--- src/verilog/apsio_defs.svh ---
// Constants of the four-axis pulse and sensor I/O block.
// Assumes inclusion by bare name from every design file that needs them.
`ifndef APSIO_DEFS_SVH
`define APSIO_DEFS_SVH

`define APSIO_NAXIS 4
`define APSIO_ADDR_W 8
`define APSIO_ADDR_HI 7
`define APSIO_AXIS_HI 6
`define APSIO_AXIS_LO 5
`define APSIO_IDX_HI 4
`define APSIO_IDX_LO 2

`define APSIO_IDX_CTRL 3'h0
`define APSIO_IDX_SPEED 3'h1
`define APSIO_IDX_PULSES 3'h2
`define APSIO_IDX_SENSE 3'h3
`define APSIO_IDX_STATUS 3'h4
`define APSIO_IDX_STATUS2 3'h5
`define APSIO_IDX_REALPOS 3'h6

`define APSIO_CTRL_START 0
`define APSIO_CTRL_STOP 1
`define APSIO_CTRL_DIR 2
`define APSIO_CTRL_PDIR 3
`define APSIO_CTRL_UPDN 4
`define APSIO_CTRL_SUDDEN 5
`define APSIO_CTRL_RST 6'h00

`define APSIO_SENSE_SERVO_SETTLED_IN_EN 0
`define APSIO_SENSE_SERVO_SETTLED_IN_LVL 1
`define APSIO_SENSE_ALARM_EN 2
`define APSIO_SENSE_ALARM_LVL 3
`define APSIO_SENSE_PLIM_EN 4
`define APSIO_SENSE_PLIM_LVL 5
`define APSIO_SENSE_MLIM_EN 6
`define APSIO_SENSE_MLIM_LVL 7
`define APSIO_SENSE_RST 8'h00

`define APSIO_ST2_ALARM 0
`define APSIO_ST2_PLIM 1
`define APSIO_ST2_MLIM 2

`define APSIO_SPEED_RST 16'h0064
`define APSIO_PULSES_RST 32'h0000_0000
`define APSIO_DECEL_PULSES 3'h4

`define APSIO_RESP_OKAY 2'h0
`define APSIO_RESP_SLVERR 2'h2

`endif

--- src/verilog/apsio_pkg.sv ---
// Types shared by the pulse and sensor I/O block.
// Assumes nothing of its surroundings.
package apsio_pkg;

	typedef enum logic [1:0] {
		APSIO_IDLE,
		APSIO_RUN,
		APSIO_DECEL,
		APSIO_SETTLE
	} apsio_state_type;

endpackage

--- src/verilog/apsio_top.sv ---
// Four-axis pulse output and sensor input logic with an AXI4-Lite slave.
// Assumes one 100 MHz clock, synchronous active-low reset, pins from outside.
//
// How it works
// [RULE_01] At constant speed each drive pulse has equal high and low halves.
// [RULE_02] In pulse-plus-direction mode the positive output carries all pulses.
// [RULE_03] In pulse-plus-direction mode the negative output is a direction level.
// [RULE_04] Both pulse outputs are low in reset and pulse only while driving.
// [RULE_05] In encoder mode the two phases are decoded into up and down counts.
// [RULE_06] In up/down mode a rising up input increments the real position.
// [RULE_07] In up/down mode a rising down input decrements the real position.
// [RULE_08] With settle input enabled, busy stays set until it is active.
// [RULE_09] Software enables and sets the active level of settle and alarm inputs.
// [RULE_10] An enabled, active alarm input sets the alarm flag in status two.
// [RULE_11] An active plus limit stops plus driving, decelerating or sudden.
// [RULE_12] An active minus limit stops minus driving, decelerating or sudden.
// [RULE_13] Without a filter a limit input must stay active two clocks.
// [RULE_14] An enabled, active plus limit sets the plus limit flag.
// [RULE_15] An enabled, active minus limit sets the minus limit flag.
// [RULE_16] Reset must be held low over four clocks with the clock running.
// [RULE_17] Four independent copies exist, one per axis.
`timescale 1ns/1ns
`include "apsio_defs.svh"

module apsio_top (
	// Clock and reset.
	input wire logic aclk,
	input wire logic aresetn,
	// AXI4-Lite write address.
	input wire logic [`APSIO_ADDR_W-1:0] awaddr,
	input wire logic [2:0] awprot,
	input wire logic awvalid,
	output logic awready,
	// AXI4-Lite write data.
	input wire logic [31:0] wdata,
	input wire logic [3:0] wstrb,
	input wire logic wvalid,
	output logic wready,
	// AXI4-Lite write response.
	output logic [1:0] bresp,
	output logic bvalid,
	input wire logic bready,
	// AXI4-Lite read address.
	input wire logic [`APSIO_ADDR_W-1:0] araddr,
	input wire logic [2:0] arprot,
	input wire logic arvalid,
	output logic arready,
	// AXI4-Lite read data.
	output logic [31:0] rdata,
	output logic [1:0] rresp,
	output logic rvalid,
	input wire logic rready,
	// Drive pulse outputs, one bit per axis.
	output logic [`APSIO_NAXIS-1:0] pos_pulse_out,
	output logic [`APSIO_NAXIS-1:0] neg_pulse_or_direction_out,
	// Encoder or up/down pulse inputs.
	input wire logic [`APSIO_NAXIS-1:0] phase_a_or_up_in,
	input wire logic [`APSIO_NAXIS-1:0] phase_b_or_down_in,
	// Servo and limit inputs.
	input wire logic [`APSIO_NAXIS-1:0] servo_settled_in,
	input wire logic [`APSIO_NAXIS-1:0] servo_alarm_in,
	input wire logic [`APSIO_NAXIS-1:0] plus_overtravel_in,
	input wire logic [`APSIO_NAXIS-1:0] minus_overtravel_in
);

	localparam int NPIN = 6 * `APSIO_NAXIS;

	logic [NPIN-1:0] pin_raw;
	logic [NPIN-1:0] pin_sync;
	logic [`APSIO_NAXIS-1:0] a_s;
	logic [`APSIO_NAXIS-1:0] b_s;
	logic [`APSIO_NAXIS-1:0] settled_s;
	logic [`APSIO_NAXIS-1:0] alarm_s;
	logic [`APSIO_NAXIS-1:0] plim_s;
	logic [`APSIO_NAXIS-1:0] mlim_s;

	logic [5:0] ctrl_reg [`APSIO_NAXIS];
	logic [15:0] speed_reg [`APSIO_NAXIS];
	logic [31:0] pulses_reg [`APSIO_NAXIS];
	logic [7:0] sense_reg [`APSIO_NAXIS];
	logic [31:0] real_pos_reg [`APSIO_NAXIS];
	logic [2:0] secondary_status_register [`APSIO_NAXIS];
	logic [`APSIO_NAXIS-1:0] start_reg;
	logic [`APSIO_NAXIS-1:0] stop_reg;
	logic [`APSIO_NAXIS-1:0] a_prev_reg;
	logic [`APSIO_NAXIS-1:0] b_prev_reg;
	logic [`APSIO_NAXIS-1:0] busy;
	logic [`APSIO_NAXIS-1:0] cnt_up;
	logic [`APSIO_NAXIS-1:0] cnt_down;

	logic aw_have_reg;
	logic w_have_reg;
	logic [`APSIO_ADDR_W-1:0] aw_addr_reg;
	logic [31:0] w_data_reg;
	logic [3:0] w_strb_reg;
	logic wr_fire;
	logic wr_ok;
	logic [1:0] wr_axis;
	logic [2:0] wr_idx;
	logic aw_have_next;
	logic w_have_next;
	logic rd_fire;
	logic [31:0] rd_word;
	logic rd_ok;
	logic [1:0] rd_axis;
	logic [2:0] rd_idx;

	function automatic logic [31:0] apsio_merge(input logic [31:0] old, input logic [31:0] nw,
		input logic [3:0] strb);
		logic [31:0] res;
		res = old;
		for (int i = 0; i < 4; i++) begin
			if (strb[i]) begin
				res[8*i +: 8] = nw[8*i +: 8];
			end
		end
		return res;
	endfunction

	// Pin inputs cross into the clock domain.
	assign pin_raw = {minus_overtravel_in, plus_overtravel_in, servo_alarm_in, servo_settled_in,
		phase_b_or_down_in, phase_a_or_up_in};
	assign {mlim_s, plim_s, alarm_s, settled_s, b_s, a_s} = pin_sync;

	for (genvar g = 0; g < NPIN; g++) begin : g_sync
		apsio_sync u_sync (
			.aclk(aclk),
			.aresetn(aresetn),
			.pin_in(pin_raw[g]),
			.level_out(pin_sync[g])
		);
	end

	// Per-axis pulse generators, each fully independent.
	for (genvar x = 0; x < `APSIO_NAXIS; x++) begin : g_axis // [RULE_17]
		apsio_axis u_axis (
			.aclk(aclk),
			.aresetn(aresetn),
			.start(start_reg[x]),
			.stop_req(stop_reg[x]),
			.dir_minus(ctrl_reg[x][`APSIO_CTRL_DIR]),
			.pdir_mode(ctrl_reg[x][`APSIO_CTRL_PDIR]),
			.sudden_mode(ctrl_reg[x][`APSIO_CTRL_SUDDEN]),
			.half_period(speed_reg[x]),
			.pulse_total(pulses_reg[x]),
			.plus_lim_act(secondary_status_register[x][`APSIO_ST2_PLIM]), // [RULE_13]
			.minus_lim_act(secondary_status_register[x][`APSIO_ST2_MLIM]), // [RULE_13]
			.settle_wait(sense_reg[x][`APSIO_SENSE_SERVO_SETTLED_IN_EN]), // [RULE_09]
			.settle_ok(settled_s[x] == sense_reg[x][`APSIO_SENSE_SERVO_SETTLED_IN_LVL]), // [RULE_08]
			.pos_pulse_out(pos_pulse_out[x]),
			.neg_pulse_or_direction_out(neg_pulse_or_direction_out[x]),
			.axis_busy_bit(busy[x])
		);
	end

	// Count events from encoder phases or from up/down pulses.
	always_comb begin
		for (int x = 0; x < `APSIO_NAXIS; x++) begin
			if (ctrl_reg[x][`APSIO_CTRL_UPDN]) begin
				cnt_up[x] = a_s[x] && !a_prev_reg[x]; // [RULE_06]
				cnt_down[x] = b_s[x] && !b_prev_reg[x]; // [RULE_07]
			end else begin
				cnt_up[x] = ((a_s[x] ^ a_prev_reg[x]) ^ (b_s[x] ^ b_prev_reg[x]))
					&& !(a_prev_reg[x] ^ b_s[x]); // [RULE_05]
				cnt_down[x] = ((a_s[x] ^ a_prev_reg[x]) ^ (b_s[x] ^ b_prev_reg[x]))
					&& (a_prev_reg[x] ^ b_s[x]); // [RULE_05]
			end
		end
	end

	always_ff @(posedge aclk) begin
		if (!aresetn) begin
			a_prev_reg <= '0;
			b_prev_reg <= '0;
		end else begin
			a_prev_reg <= a_s;
			b_prev_reg <= b_s;
		end
	end

	// Real position counters; a software load wins over a count.
	always_ff @(posedge aclk) begin
		for (int x = 0; x < `APSIO_NAXIS; x++) begin
			if (!aresetn) begin
				real_pos_reg[x] <= 32'h0000_0000;
			end else if (wr_fire && wr_ok && wr_axis == x[1:0] && wr_idx == `APSIO_IDX_REALPOS) begin
				real_pos_reg[x] <= apsio_merge(real_pos_reg[x], w_data_reg, w_strb_reg);
			end else if (cnt_up[x] && !cnt_down[x]) begin
				real_pos_reg[x] <= real_pos_reg[x] + 32'h0000_0001; // [RULE_05] [RULE_06]
			end else if (cnt_down[x] && !cnt_up[x]) begin
				real_pos_reg[x] <= real_pos_reg[x] - 32'h0000_0001; // [RULE_05] [RULE_07]
			end
		end
	end

	// Status flags follow the enabled inputs at their active level.
	always_ff @(posedge aclk) begin
		for (int x = 0; x < `APSIO_NAXIS; x++) begin
			if (!aresetn) begin
				secondary_status_register[x] <= 3'h0;
			end else begin
				secondary_status_register[x][`APSIO_ST2_ALARM] <=
					sense_reg[x][`APSIO_SENSE_ALARM_EN] &&
					(alarm_s[x] == sense_reg[x][`APSIO_SENSE_ALARM_LVL]); // [RULE_09] [RULE_10]
				secondary_status_register[x][`APSIO_ST2_PLIM] <=
					sense_reg[x][`APSIO_SENSE_PLIM_EN] &&
					(plim_s[x] == sense_reg[x][`APSIO_SENSE_PLIM_LVL]); // [RULE_14]
				secondary_status_register[x][`APSIO_ST2_MLIM] <=
					sense_reg[x][`APSIO_SENSE_MLIM_EN] &&
					(mlim_s[x] == sense_reg[x][`APSIO_SENSE_MLIM_LVL]); // [RULE_15]
			end
		end
	end

	// Write channel: address and data are taken in either order.
	assign wr_fire = aw_have_reg && w_have_reg && !bvalid;
	assign wr_axis = aw_addr_reg[`APSIO_AXIS_HI:`APSIO_AXIS_LO];
	assign wr_idx = aw_addr_reg[`APSIO_IDX_HI:`APSIO_IDX_LO];
	assign wr_ok = !aw_addr_reg[`APSIO_ADDR_HI] && (wr_idx == `APSIO_IDX_CTRL ||
		wr_idx == `APSIO_IDX_SPEED || wr_idx == `APSIO_IDX_PULSES ||
		wr_idx == `APSIO_IDX_SENSE || wr_idx == `APSIO_IDX_REALPOS);
	assign aw_have_next = aw_have_reg ? !wr_fire : (awvalid && awready);
	assign w_have_next = w_have_reg ? !wr_fire : (wvalid && wready);

	always_ff @(posedge aclk) begin
		if (!aresetn) begin
			aw_have_reg <= 1'b0;
			w_have_reg <= 1'b0;
			awready <= 1'b0;
			wready <= 1'b0;
			aw_addr_reg <= '0;
			w_data_reg <= 32'h0000_0000;
			w_strb_reg <= 4'h0;
		end else begin
			aw_have_reg <= aw_have_next;
			w_have_reg <= w_have_next;
			awready <= !aw_have_next;
			wready <= !w_have_next;
			if (awvalid && awready) begin
				aw_addr_reg <= awaddr;
			end
			if (wvalid && wready) begin
				w_data_reg <= wdata;
				w_strb_reg <= wstrb;
			end
		end
	end

	always_ff @(posedge aclk) begin
		if (!aresetn) begin
			bvalid <= 1'b0;
			bresp <= `APSIO_RESP_OKAY;
		end else if (wr_fire) begin
			bvalid <= 1'b1;
			bresp <= wr_ok ? `APSIO_RESP_OKAY : `APSIO_RESP_SLVERR;
		end else if (bready) begin
			bvalid <= 1'b0;
		end
	end

	// Software registers and command pulses.
	always_ff @(posedge aclk) begin
		for (int x = 0; x < `APSIO_NAXIS; x++) begin
			if (!aresetn) begin
				ctrl_reg[x] <= `APSIO_CTRL_RST;
				speed_reg[x] <= `APSIO_SPEED_RST;
				pulses_reg[x] <= `APSIO_PULSES_RST;
				sense_reg[x] <= `APSIO_SENSE_RST;
				start_reg[x] <= 1'b0;
				stop_reg[x] <= 1'b0;
			end else begin
				start_reg[x] <= 1'b0;
				stop_reg[x] <= 1'b0;
				if (wr_fire && wr_ok && wr_axis == x[1:0]) begin
					unique case (wr_idx)
						`APSIO_IDX_CTRL: begin
							if (w_strb_reg[0]) begin
								ctrl_reg[x] <= w_data_reg[5:0];
								start_reg[x] <= w_data_reg[`APSIO_CTRL_START];
								stop_reg[x] <= w_data_reg[`APSIO_CTRL_STOP];
							end
						end
						`APSIO_IDX_SPEED: begin
							speed_reg[x] <= 16'(apsio_merge({16'h0000, speed_reg[x]}, w_data_reg,
								w_strb_reg));
						end
						`APSIO_IDX_PULSES: begin
							pulses_reg[x] <= apsio_merge(pulses_reg[x], w_data_reg, w_strb_reg);
						end
						`APSIO_IDX_SENSE: begin
							if (w_strb_reg[0]) begin
								sense_reg[x] <= w_data_reg[7:0]; // [RULE_09]
							end
						end
						default: begin
						end
					endcase
				end
			end
		end
	end

	// Read channel: one cycle from address to data.
	assign rd_fire = arvalid && arready;
	assign rd_axis = araddr[`APSIO_AXIS_HI:`APSIO_AXIS_LO];
	assign rd_idx = araddr[`APSIO_IDX_HI:`APSIO_IDX_LO];

	always_comb begin
		rd_ok = !araddr[`APSIO_ADDR_HI];
		rd_word = 32'h0000_0000;
		unique case (rd_idx)
			`APSIO_IDX_CTRL: rd_word = {26'h000_0000, ctrl_reg[rd_axis][5:2], 2'h0};
			`APSIO_IDX_SPEED: rd_word = {16'h0000, speed_reg[rd_axis]};
			`APSIO_IDX_PULSES: rd_word = pulses_reg[rd_axis];
			`APSIO_IDX_SENSE: rd_word = {24'h00_0000, sense_reg[rd_axis]};
			`APSIO_IDX_STATUS: rd_word = {31'h0000_0000, busy[rd_axis]}; // [RULE_08]
			`APSIO_IDX_STATUS2: rd_word = {29'h0000_0000, secondary_status_register[rd_axis]};
			`APSIO_IDX_REALPOS: rd_word = real_pos_reg[rd_axis];
			default: rd_ok = 1'b0;
		endcase
		if (!rd_ok) begin
			rd_word = 32'h0000_0000;
		end
	end

	always_ff @(posedge aclk) begin
		if (!aresetn) begin
			arready <= 1'b0;
			rvalid <= 1'b0;
			rdata <= 32'h0000_0000;
			rresp <= `APSIO_RESP_OKAY;
		end else if (rd_fire) begin
			arready <= 1'b0;
			rvalid <= 1'b1;
			rdata <= rd_word;
			rresp <= rd_ok ? `APSIO_RESP_OKAY : `APSIO_RESP_SLVERR;
		end else if (rvalid && rready) begin
			rvalid <= 1'b0;
			arready <= 1'b1;
		end else begin
			arready <= !rvalid;
		end
	end

endmodule // apsio_top

--- src/verilog/apsio_sync.sv ---
// Three-stage synchroniser for one pin input.
// Assumes an asynchronous input and the single system clock.
`timescale 1ns/1ns

module apsio_sync (
	// Clock and reset.
	input wire logic aclk,
	input wire logic aresetn,
	// Pin side.
	input wire logic pin_in,
	// Synchronised level.
	output logic level_out
);

	logic s1_reg;
	logic s2_reg;
	logic s3_reg;

	always_ff @(posedge aclk) begin
		if (!aresetn) begin
			s1_reg <= 1'b0;
			s2_reg <= 1'b0;
			s3_reg <= 1'b0;
		end else begin
			s1_reg <= pin_in;
			s2_reg <= s1_reg;
			s3_reg <= s2_reg;
		end
	end

	// The level changes only once the second and third stages agree.
	always_ff @(posedge aclk) begin
		if (!aresetn) begin
			level_out <= 1'b0;
		end else if (s2_reg == s3_reg) begin
			level_out <= s3_reg;
		end
	end

endmodule // apsio_sync

--- src/verilog/apsio_axis.sv ---
// Drive pulse generator of one axis.
// Assumes synchronised, level-qualified limit and settle inputs.
`timescale 1ns/1ns
`include "apsio_defs.svh"

module apsio_axis (
	// Clock and reset.
	input wire logic aclk,
	input wire logic aresetn,
	// Commands.
	input wire logic start,
	input wire logic stop_req,
	input wire logic dir_minus,
	input wire logic pdir_mode,
	input wire logic sudden_mode,
	input wire logic [15:0] half_period,
	input wire logic [31:0] pulse_total,
	// Sensors.
	input wire logic plus_lim_act,
	input wire logic minus_lim_act,
	input wire logic settle_wait,
	input wire logic settle_ok,
	// Outputs.
	output logic pos_pulse_out,
	output logic neg_pulse_or_direction_out,
	output logic axis_busy_bit
);

	apsio_pkg::apsio_state_type state_reg;
	apsio_pkg::apsio_state_type state_next;
	logic [16:0] cnt_reg;
	logic [16:0] period;
	logic phase_reg;
	logic [31:0] left_reg;
	logic cont_reg;
	logic dir_reg;
	logic [2:0] decel_reg;
	logic stop_pend_reg;
	logic stop_sudden_reg;
	logic tick;
	logic pulse_end;
	logic last_pulse;
	logic lim_hit;
	logic moving;

	assign moving = (state_reg == apsio_pkg::APSIO_RUN) || (state_reg == apsio_pkg::APSIO_DECEL);
	assign period = (state_reg == apsio_pkg::APSIO_DECEL) ? {half_period, 1'b0} : {1'b0, half_period};
	assign tick = (period == 17'h0_0000) || (cnt_reg >= period - 17'h0_0001);
	assign pulse_end = moving && tick && phase_reg;
	assign last_pulse = !cont_reg && (left_reg == 32'h0000_0001);
	assign lim_hit = moving && (dir_reg ? minus_lim_act : plus_lim_act); // [RULE_11] [RULE_12]

	always_comb begin
		state_next = state_reg;
		unique case (state_reg)
			apsio_pkg::APSIO_IDLE: begin
				if (start) begin
					state_next = apsio_pkg::APSIO_RUN;
				end
			end
			apsio_pkg::APSIO_RUN: begin
				if (pulse_end && (last_pulse || (stop_pend_reg && stop_sudden_reg))) begin
					state_next = settle_wait ? apsio_pkg::APSIO_SETTLE : apsio_pkg::APSIO_IDLE;
				end else if (pulse_end && stop_pend_reg) begin
					state_next = apsio_pkg::APSIO_DECEL; // [RULE_11] [RULE_12]
				end
			end
			apsio_pkg::APSIO_DECEL: begin
				if (pulse_end && (last_pulse || decel_reg == 3'h0 || stop_sudden_reg)) begin
					state_next = settle_wait ? apsio_pkg::APSIO_SETTLE : apsio_pkg::APSIO_IDLE;
				end
			end
			apsio_pkg::APSIO_SETTLE: begin
				if (!settle_wait || settle_ok) begin
					state_next = apsio_pkg::APSIO_IDLE; // [RULE_08]
				end
			end
		endcase
	end

	always_ff @(posedge aclk) begin
		if (!aresetn) begin
			state_reg <= apsio_pkg::APSIO_IDLE;
		end else begin
			state_reg <= state_next;
		end
	end

	// Half-period timer and pulse phase; equal high and low halves.
	always_ff @(posedge aclk) begin
		if (!aresetn || !moving) begin
			cnt_reg <= 17'h0_0000;
			phase_reg <= 1'b0;
		end else if (tick) begin
			cnt_reg <= 17'h0_0000;
			phase_reg <= !phase_reg; // [RULE_01]
		end else begin
			cnt_reg <= cnt_reg + 17'h0_0001;
		end
	end

	// Job parameters latched at start, pulse count and deceleration tail.
	always_ff @(posedge aclk) begin
		if (!aresetn) begin
			left_reg <= `APSIO_PULSES_RST;
			cont_reg <= 1'b0;
			dir_reg <= 1'b0;
			decel_reg <= 3'h0;
		end else if (state_reg == apsio_pkg::APSIO_IDLE && start) begin
			left_reg <= pulse_total;
			cont_reg <= (pulse_total == 32'h0000_0000);
			dir_reg <= dir_minus;
			decel_reg <= `APSIO_DECEL_PULSES - 3'h1;
		end else if (pulse_end) begin
			left_reg <= left_reg - 32'h0000_0001;
			if (state_reg == apsio_pkg::APSIO_DECEL && decel_reg != 3'h0) begin
				decel_reg <= decel_reg - 3'h1;
			end
		end
	end

	// Pending stop from a limit or from software; only a limit stop takes its kind from sudden_mode.
	always_ff @(posedge aclk) begin
		if (!aresetn || state_reg == apsio_pkg::APSIO_IDLE) begin
			stop_pend_reg <= 1'b0;
			stop_sudden_reg <= 1'b0;
		end else if (lim_hit) begin
			stop_pend_reg <= 1'b1; // [RULE_11] [RULE_12]
			stop_sudden_reg <= stop_sudden_reg | sudden_mode;
		end else if (moving && stop_req) begin
			stop_pend_reg <= 1'b1;
		end
	end

	always_ff @(posedge aclk) begin
		if (!aresetn) begin
			pos_pulse_out <= 1'b0; // [RULE_04]
			neg_pulse_or_direction_out <= 1'b0; // [RULE_04]
			axis_busy_bit <= 1'b0;
		end else begin
			pos_pulse_out <= phase_reg && (pdir_mode || !dir_reg); // [RULE_02]
			neg_pulse_or_direction_out <= pdir_mode ? dir_reg : (phase_reg && dir_reg); // [RULE_03]
			axis_busy_bit <= (state_next != apsio_pkg::APSIO_IDLE); // [RULE_08]
		end
	end

endmodule // apsio_axis

--- config.mk ---
export PLATFORM = sky130hd
export DESIGN_NAME = apsio_top
export DESIGN_NICKNAME = d
export VERILOG_FILES = /design/src/verilog/apsio_pkg.sv /design/src/verilog/apsio_top.sv /design/src/verilog/apsio_sync.sv /design/src/verilog/apsio_axis.sv
export VERILOG_INCLUDE_DIRS = /design/src /design/src/verilog
export SDC_FILE = /design/constraint.sdc
export NUM_CORES = 2
export LEC_CHECK = 0
export BUFFER_PORTS_ARGS = -buffer_cell sky130_fd_sc_hd__buf_2
export CAP_MARGIN = 0
export CORE_MARGIN = 2
export CORE_UTILIZATION = 60
export DETAILED_ROUTE_END_ITERATION = 7
export PLACE_DENSITY = 0.8
export SLEW_MARGIN = 20
export SYNTH_ARGS = -nofsm -noshare
export SYNTH_HDL_FRONTEND = slang
export SYNTH_SLANG_ARGS = --single-unit
--- constraint.sdc ---
create_clock -name aclk -period 17 [get_ports aclk]
set_input_delay 3.4 -clock aclk [delete_from_list [all_inputs] [get_ports aclk]]
set_output_delay 3.4 -clock aclk [all_outputs]
set_load 0.03 [all_outputs]
==> reports/metrics.yaml <==
outcome: "finished clean"
max_freq_mhz: 147
synth_xor_area_share_pct: 7.38
hpwlAfterDp_mm: 94.5
synth-edff-count: 368
power.internal_uw: 3400
worstMarginPinSlew_ns: 1.20
synth_area_leaders: "edfxtp_1 (24%), dfxtp_1 (20%), mux4_2 (4.8%)"
first_pass_iters: 6
synthSimpleGateAreaFrac_pct: 21.7
antenna_found_initial: 2
cap_violations: 0
die_y_um: 281
synth_common_cells: "dfxtp_1 (455), nor2_1 (441), nand2_1 (426)"
finalSetupViolations: 0
fin_crit_ns: 6.79
clk_latency_ns: 0.66
num_vias: 38200
yosysSeqAreaShare_pct: 43.8
syn_inst: 4909
die_area_sq_um: 79000
synth_mux_area_share_pct: 6.44
clk_pin_slew_ns: 0.06
grt-ovfl-total: 0
swShare_pct: 23.9
wire_per_inst_um: 22.4
p_leak_uw: 0.0181
setup_tns_ns: 0
cts_inserted_buffers: 86
die_width_um: 281
clk_path_buf_depth: 3
cts.repair.resized: 0
grt_usage_pct: 33.2
finalHoldViolations: 0
syn_area_per_cell_sq_um: 9.38
path_max_fanout: 27
synth-seq-cells: 823
p_per_area_nw_per_um2: 89.2
htreeDepth: 3
grt_max_degree: 156
max_slew_margin_pct: 20.0
max-vdd-ir-drop_uv: 80.5
crit_type: "register to register"
avgViaCountPerCell: 6.45
portBuffers: 125
place_inst: 5768
clock-root-buffer: "clkbuf_16"
pwr-share-comb_pct: 5.6
rows: 101
synth_top_cell_area_share_pct: 24.0
grt_pass1_wl_mm: 202
area_growth_pct: 8.74
drt_iter0_markers: 5219
synth_area_leader_cell: "edfxtp_1"
drv_slew: 0
synthFlopType: "dfxtp_1"
post-cts-setup-buffer-count: 0
async_reset_ff_share_pct: 0
final_nets: 5047
ys_types: 88
wl_mm: 133
pwr-share-clk_pct: 45.1
ant_nets: 0
end_kind: "register"
hold_buffers: 0
synthAdderAreaFrac_pct: 3.59
sequentialPowerShare_pct: 49.3
crit_required_ns: 17.48
worstSetupStartpointType: "register"
synth_top_family_by_area: "simple AND/OR/NAND/NOR gates"
cp.arrival_ns: 7.27
fin_worst_skew_ns: 0.0234
start_util_pct: 60.6
drc_errors: 0
core_area_sq_um: 75900
synthesis.area_sq_um: 46000
cts_tree: "done"
gp_congestion: 0.957
antenna_cells: 0
p_sw_uw: 1070
rsz0062_at_grt: "no"
synth_compound_area_share_pct: 13.3
min_path_type: "register to register"
post-route-period-util_pct: 40.0
first_global_vias: 35400
clkSinkCount: 823
yosysWarnings: 0
stdcell_count: 5930
layout-drive-gt1-share_pct: 9.59
io_pins: 138
post-synth-top-count-cell: "dfxtp_1"
[metrics by stage]
step	hold WS [ns]	cell area [sq um]	total power [uW]	setup WS (ns)	utilization, %
after floorplan	0.412	46000	2370	11.06	-
after global placement	0.415	47000	2480	10.09	61.9
after detailed placement	0.418	47000	2480	10.08	61.9
after CTS	0.433	50100	4460	10.33	65.9
after global routing	0.451	50100	4570	9.60	65.9
final	0.430	50100	4470	10.21	65.9
[cells by family (layout without fill, tap and decap cells)]
family / Yosys count / in the layout
XOR/XNOR: 388 / 388
other: 1 / 2
buffers and inverters: 448 / 438
AO/OA/AOI/OAI: 991 / 991
flip-flops: 823 / 823
AND/OR/NAND/NOR: 1955 / 1955
multiplexers: 171 / 171
adder cells (fa/ha/maj): 132 / 132
[power by group through the flow]
stage                     registers, uW  clock network [uW]  logic [uW]
after detailed placement           2240                   0         244
after floorplan                    2180                   0         188
final                              2200                2010         250
after CTS                          2200                2020         246
after global placement             2240                   0         239
after global routing               2210                2100         268
[worst paths after layout]
kind / to / cells past startpoint / start / slack [ns]
hold / removal: g_sync[21].u_sync.s2_reg / 1 / g_sync[21].u_sync.s1_reg / 0.43
setup reg to reg: g_axis[1].u_axis.left_reg[20] / 19 / g_axis[1].u_axis.state_reg[0] / 10.21
hold reg to reg: g_sync[21].u_sync.s2_reg / 1 / g_sync[21].u_sync.s1_reg / 0.43
setup / recovery: g_axis[1].u_axis.left_reg[20] / 19 / g_axis[1].u_axis.state_reg[0] / 10.21
[layout by cell type, fill, tap and decap left out, types with 99 or more instances in the layout]
cell,count
dfxtp_1,455
mux4_2,99
xor2_1,185
xnor2_1,203
nand2_1,422
a21oi_1,350
ha_1,132
nor2_1,434
o21ai_0,256
and2_1,335
nand3_1,141
buf_2,122
edfxtp_1,368
nor3_1,115
inv_1,100
[critical path, stage by stage (launching register included)]
cell and delay [ns]:
dfxtp_1 0.44, inv_1 0.16, ha_1 0.55, inv_1 0.54, o21ai_0 0.23, or3_1 0.40, or2_2 0.34, nor4b_1 0.76
nand3_1 0.20, xnor2_1 0.19, ha_1 0.30, nand4_1 0.13, nor4_1 0.27, o21ai_0 0.18, nand3_1 0.26, o21a_1 0.60
nand3_1 0.41, nor4_1 0.38, xnor2_1 0.19, a21oi_1 0.09
[per-layer routing]
layer | wire [um] | up-vias | part of all wire (%) | GRT usage (%)
met5 | 12 | - | 0.0090 | 0
met4 | 5570 | 2 | 4.2 | 12.6
met3 | 17100 | 352 | 13 | 7.96
met2 | 58800 | 2227 | 44 | 51.0
met1 | 51400 | 18100 | 39 | 45.6
li1 | - | 17600 | - | -
[layout make-up]
class                      count  area [sq um]
fill                        5813         25900
multi-input combinational   3639         24200
sequential                   823         20200
clock buffer                 114          2450
tap                         1030          1290
timing repair buffer         174          1020
clock inverter                48           568
inverter                     102           388
Power figures use the tool's default switching activity.
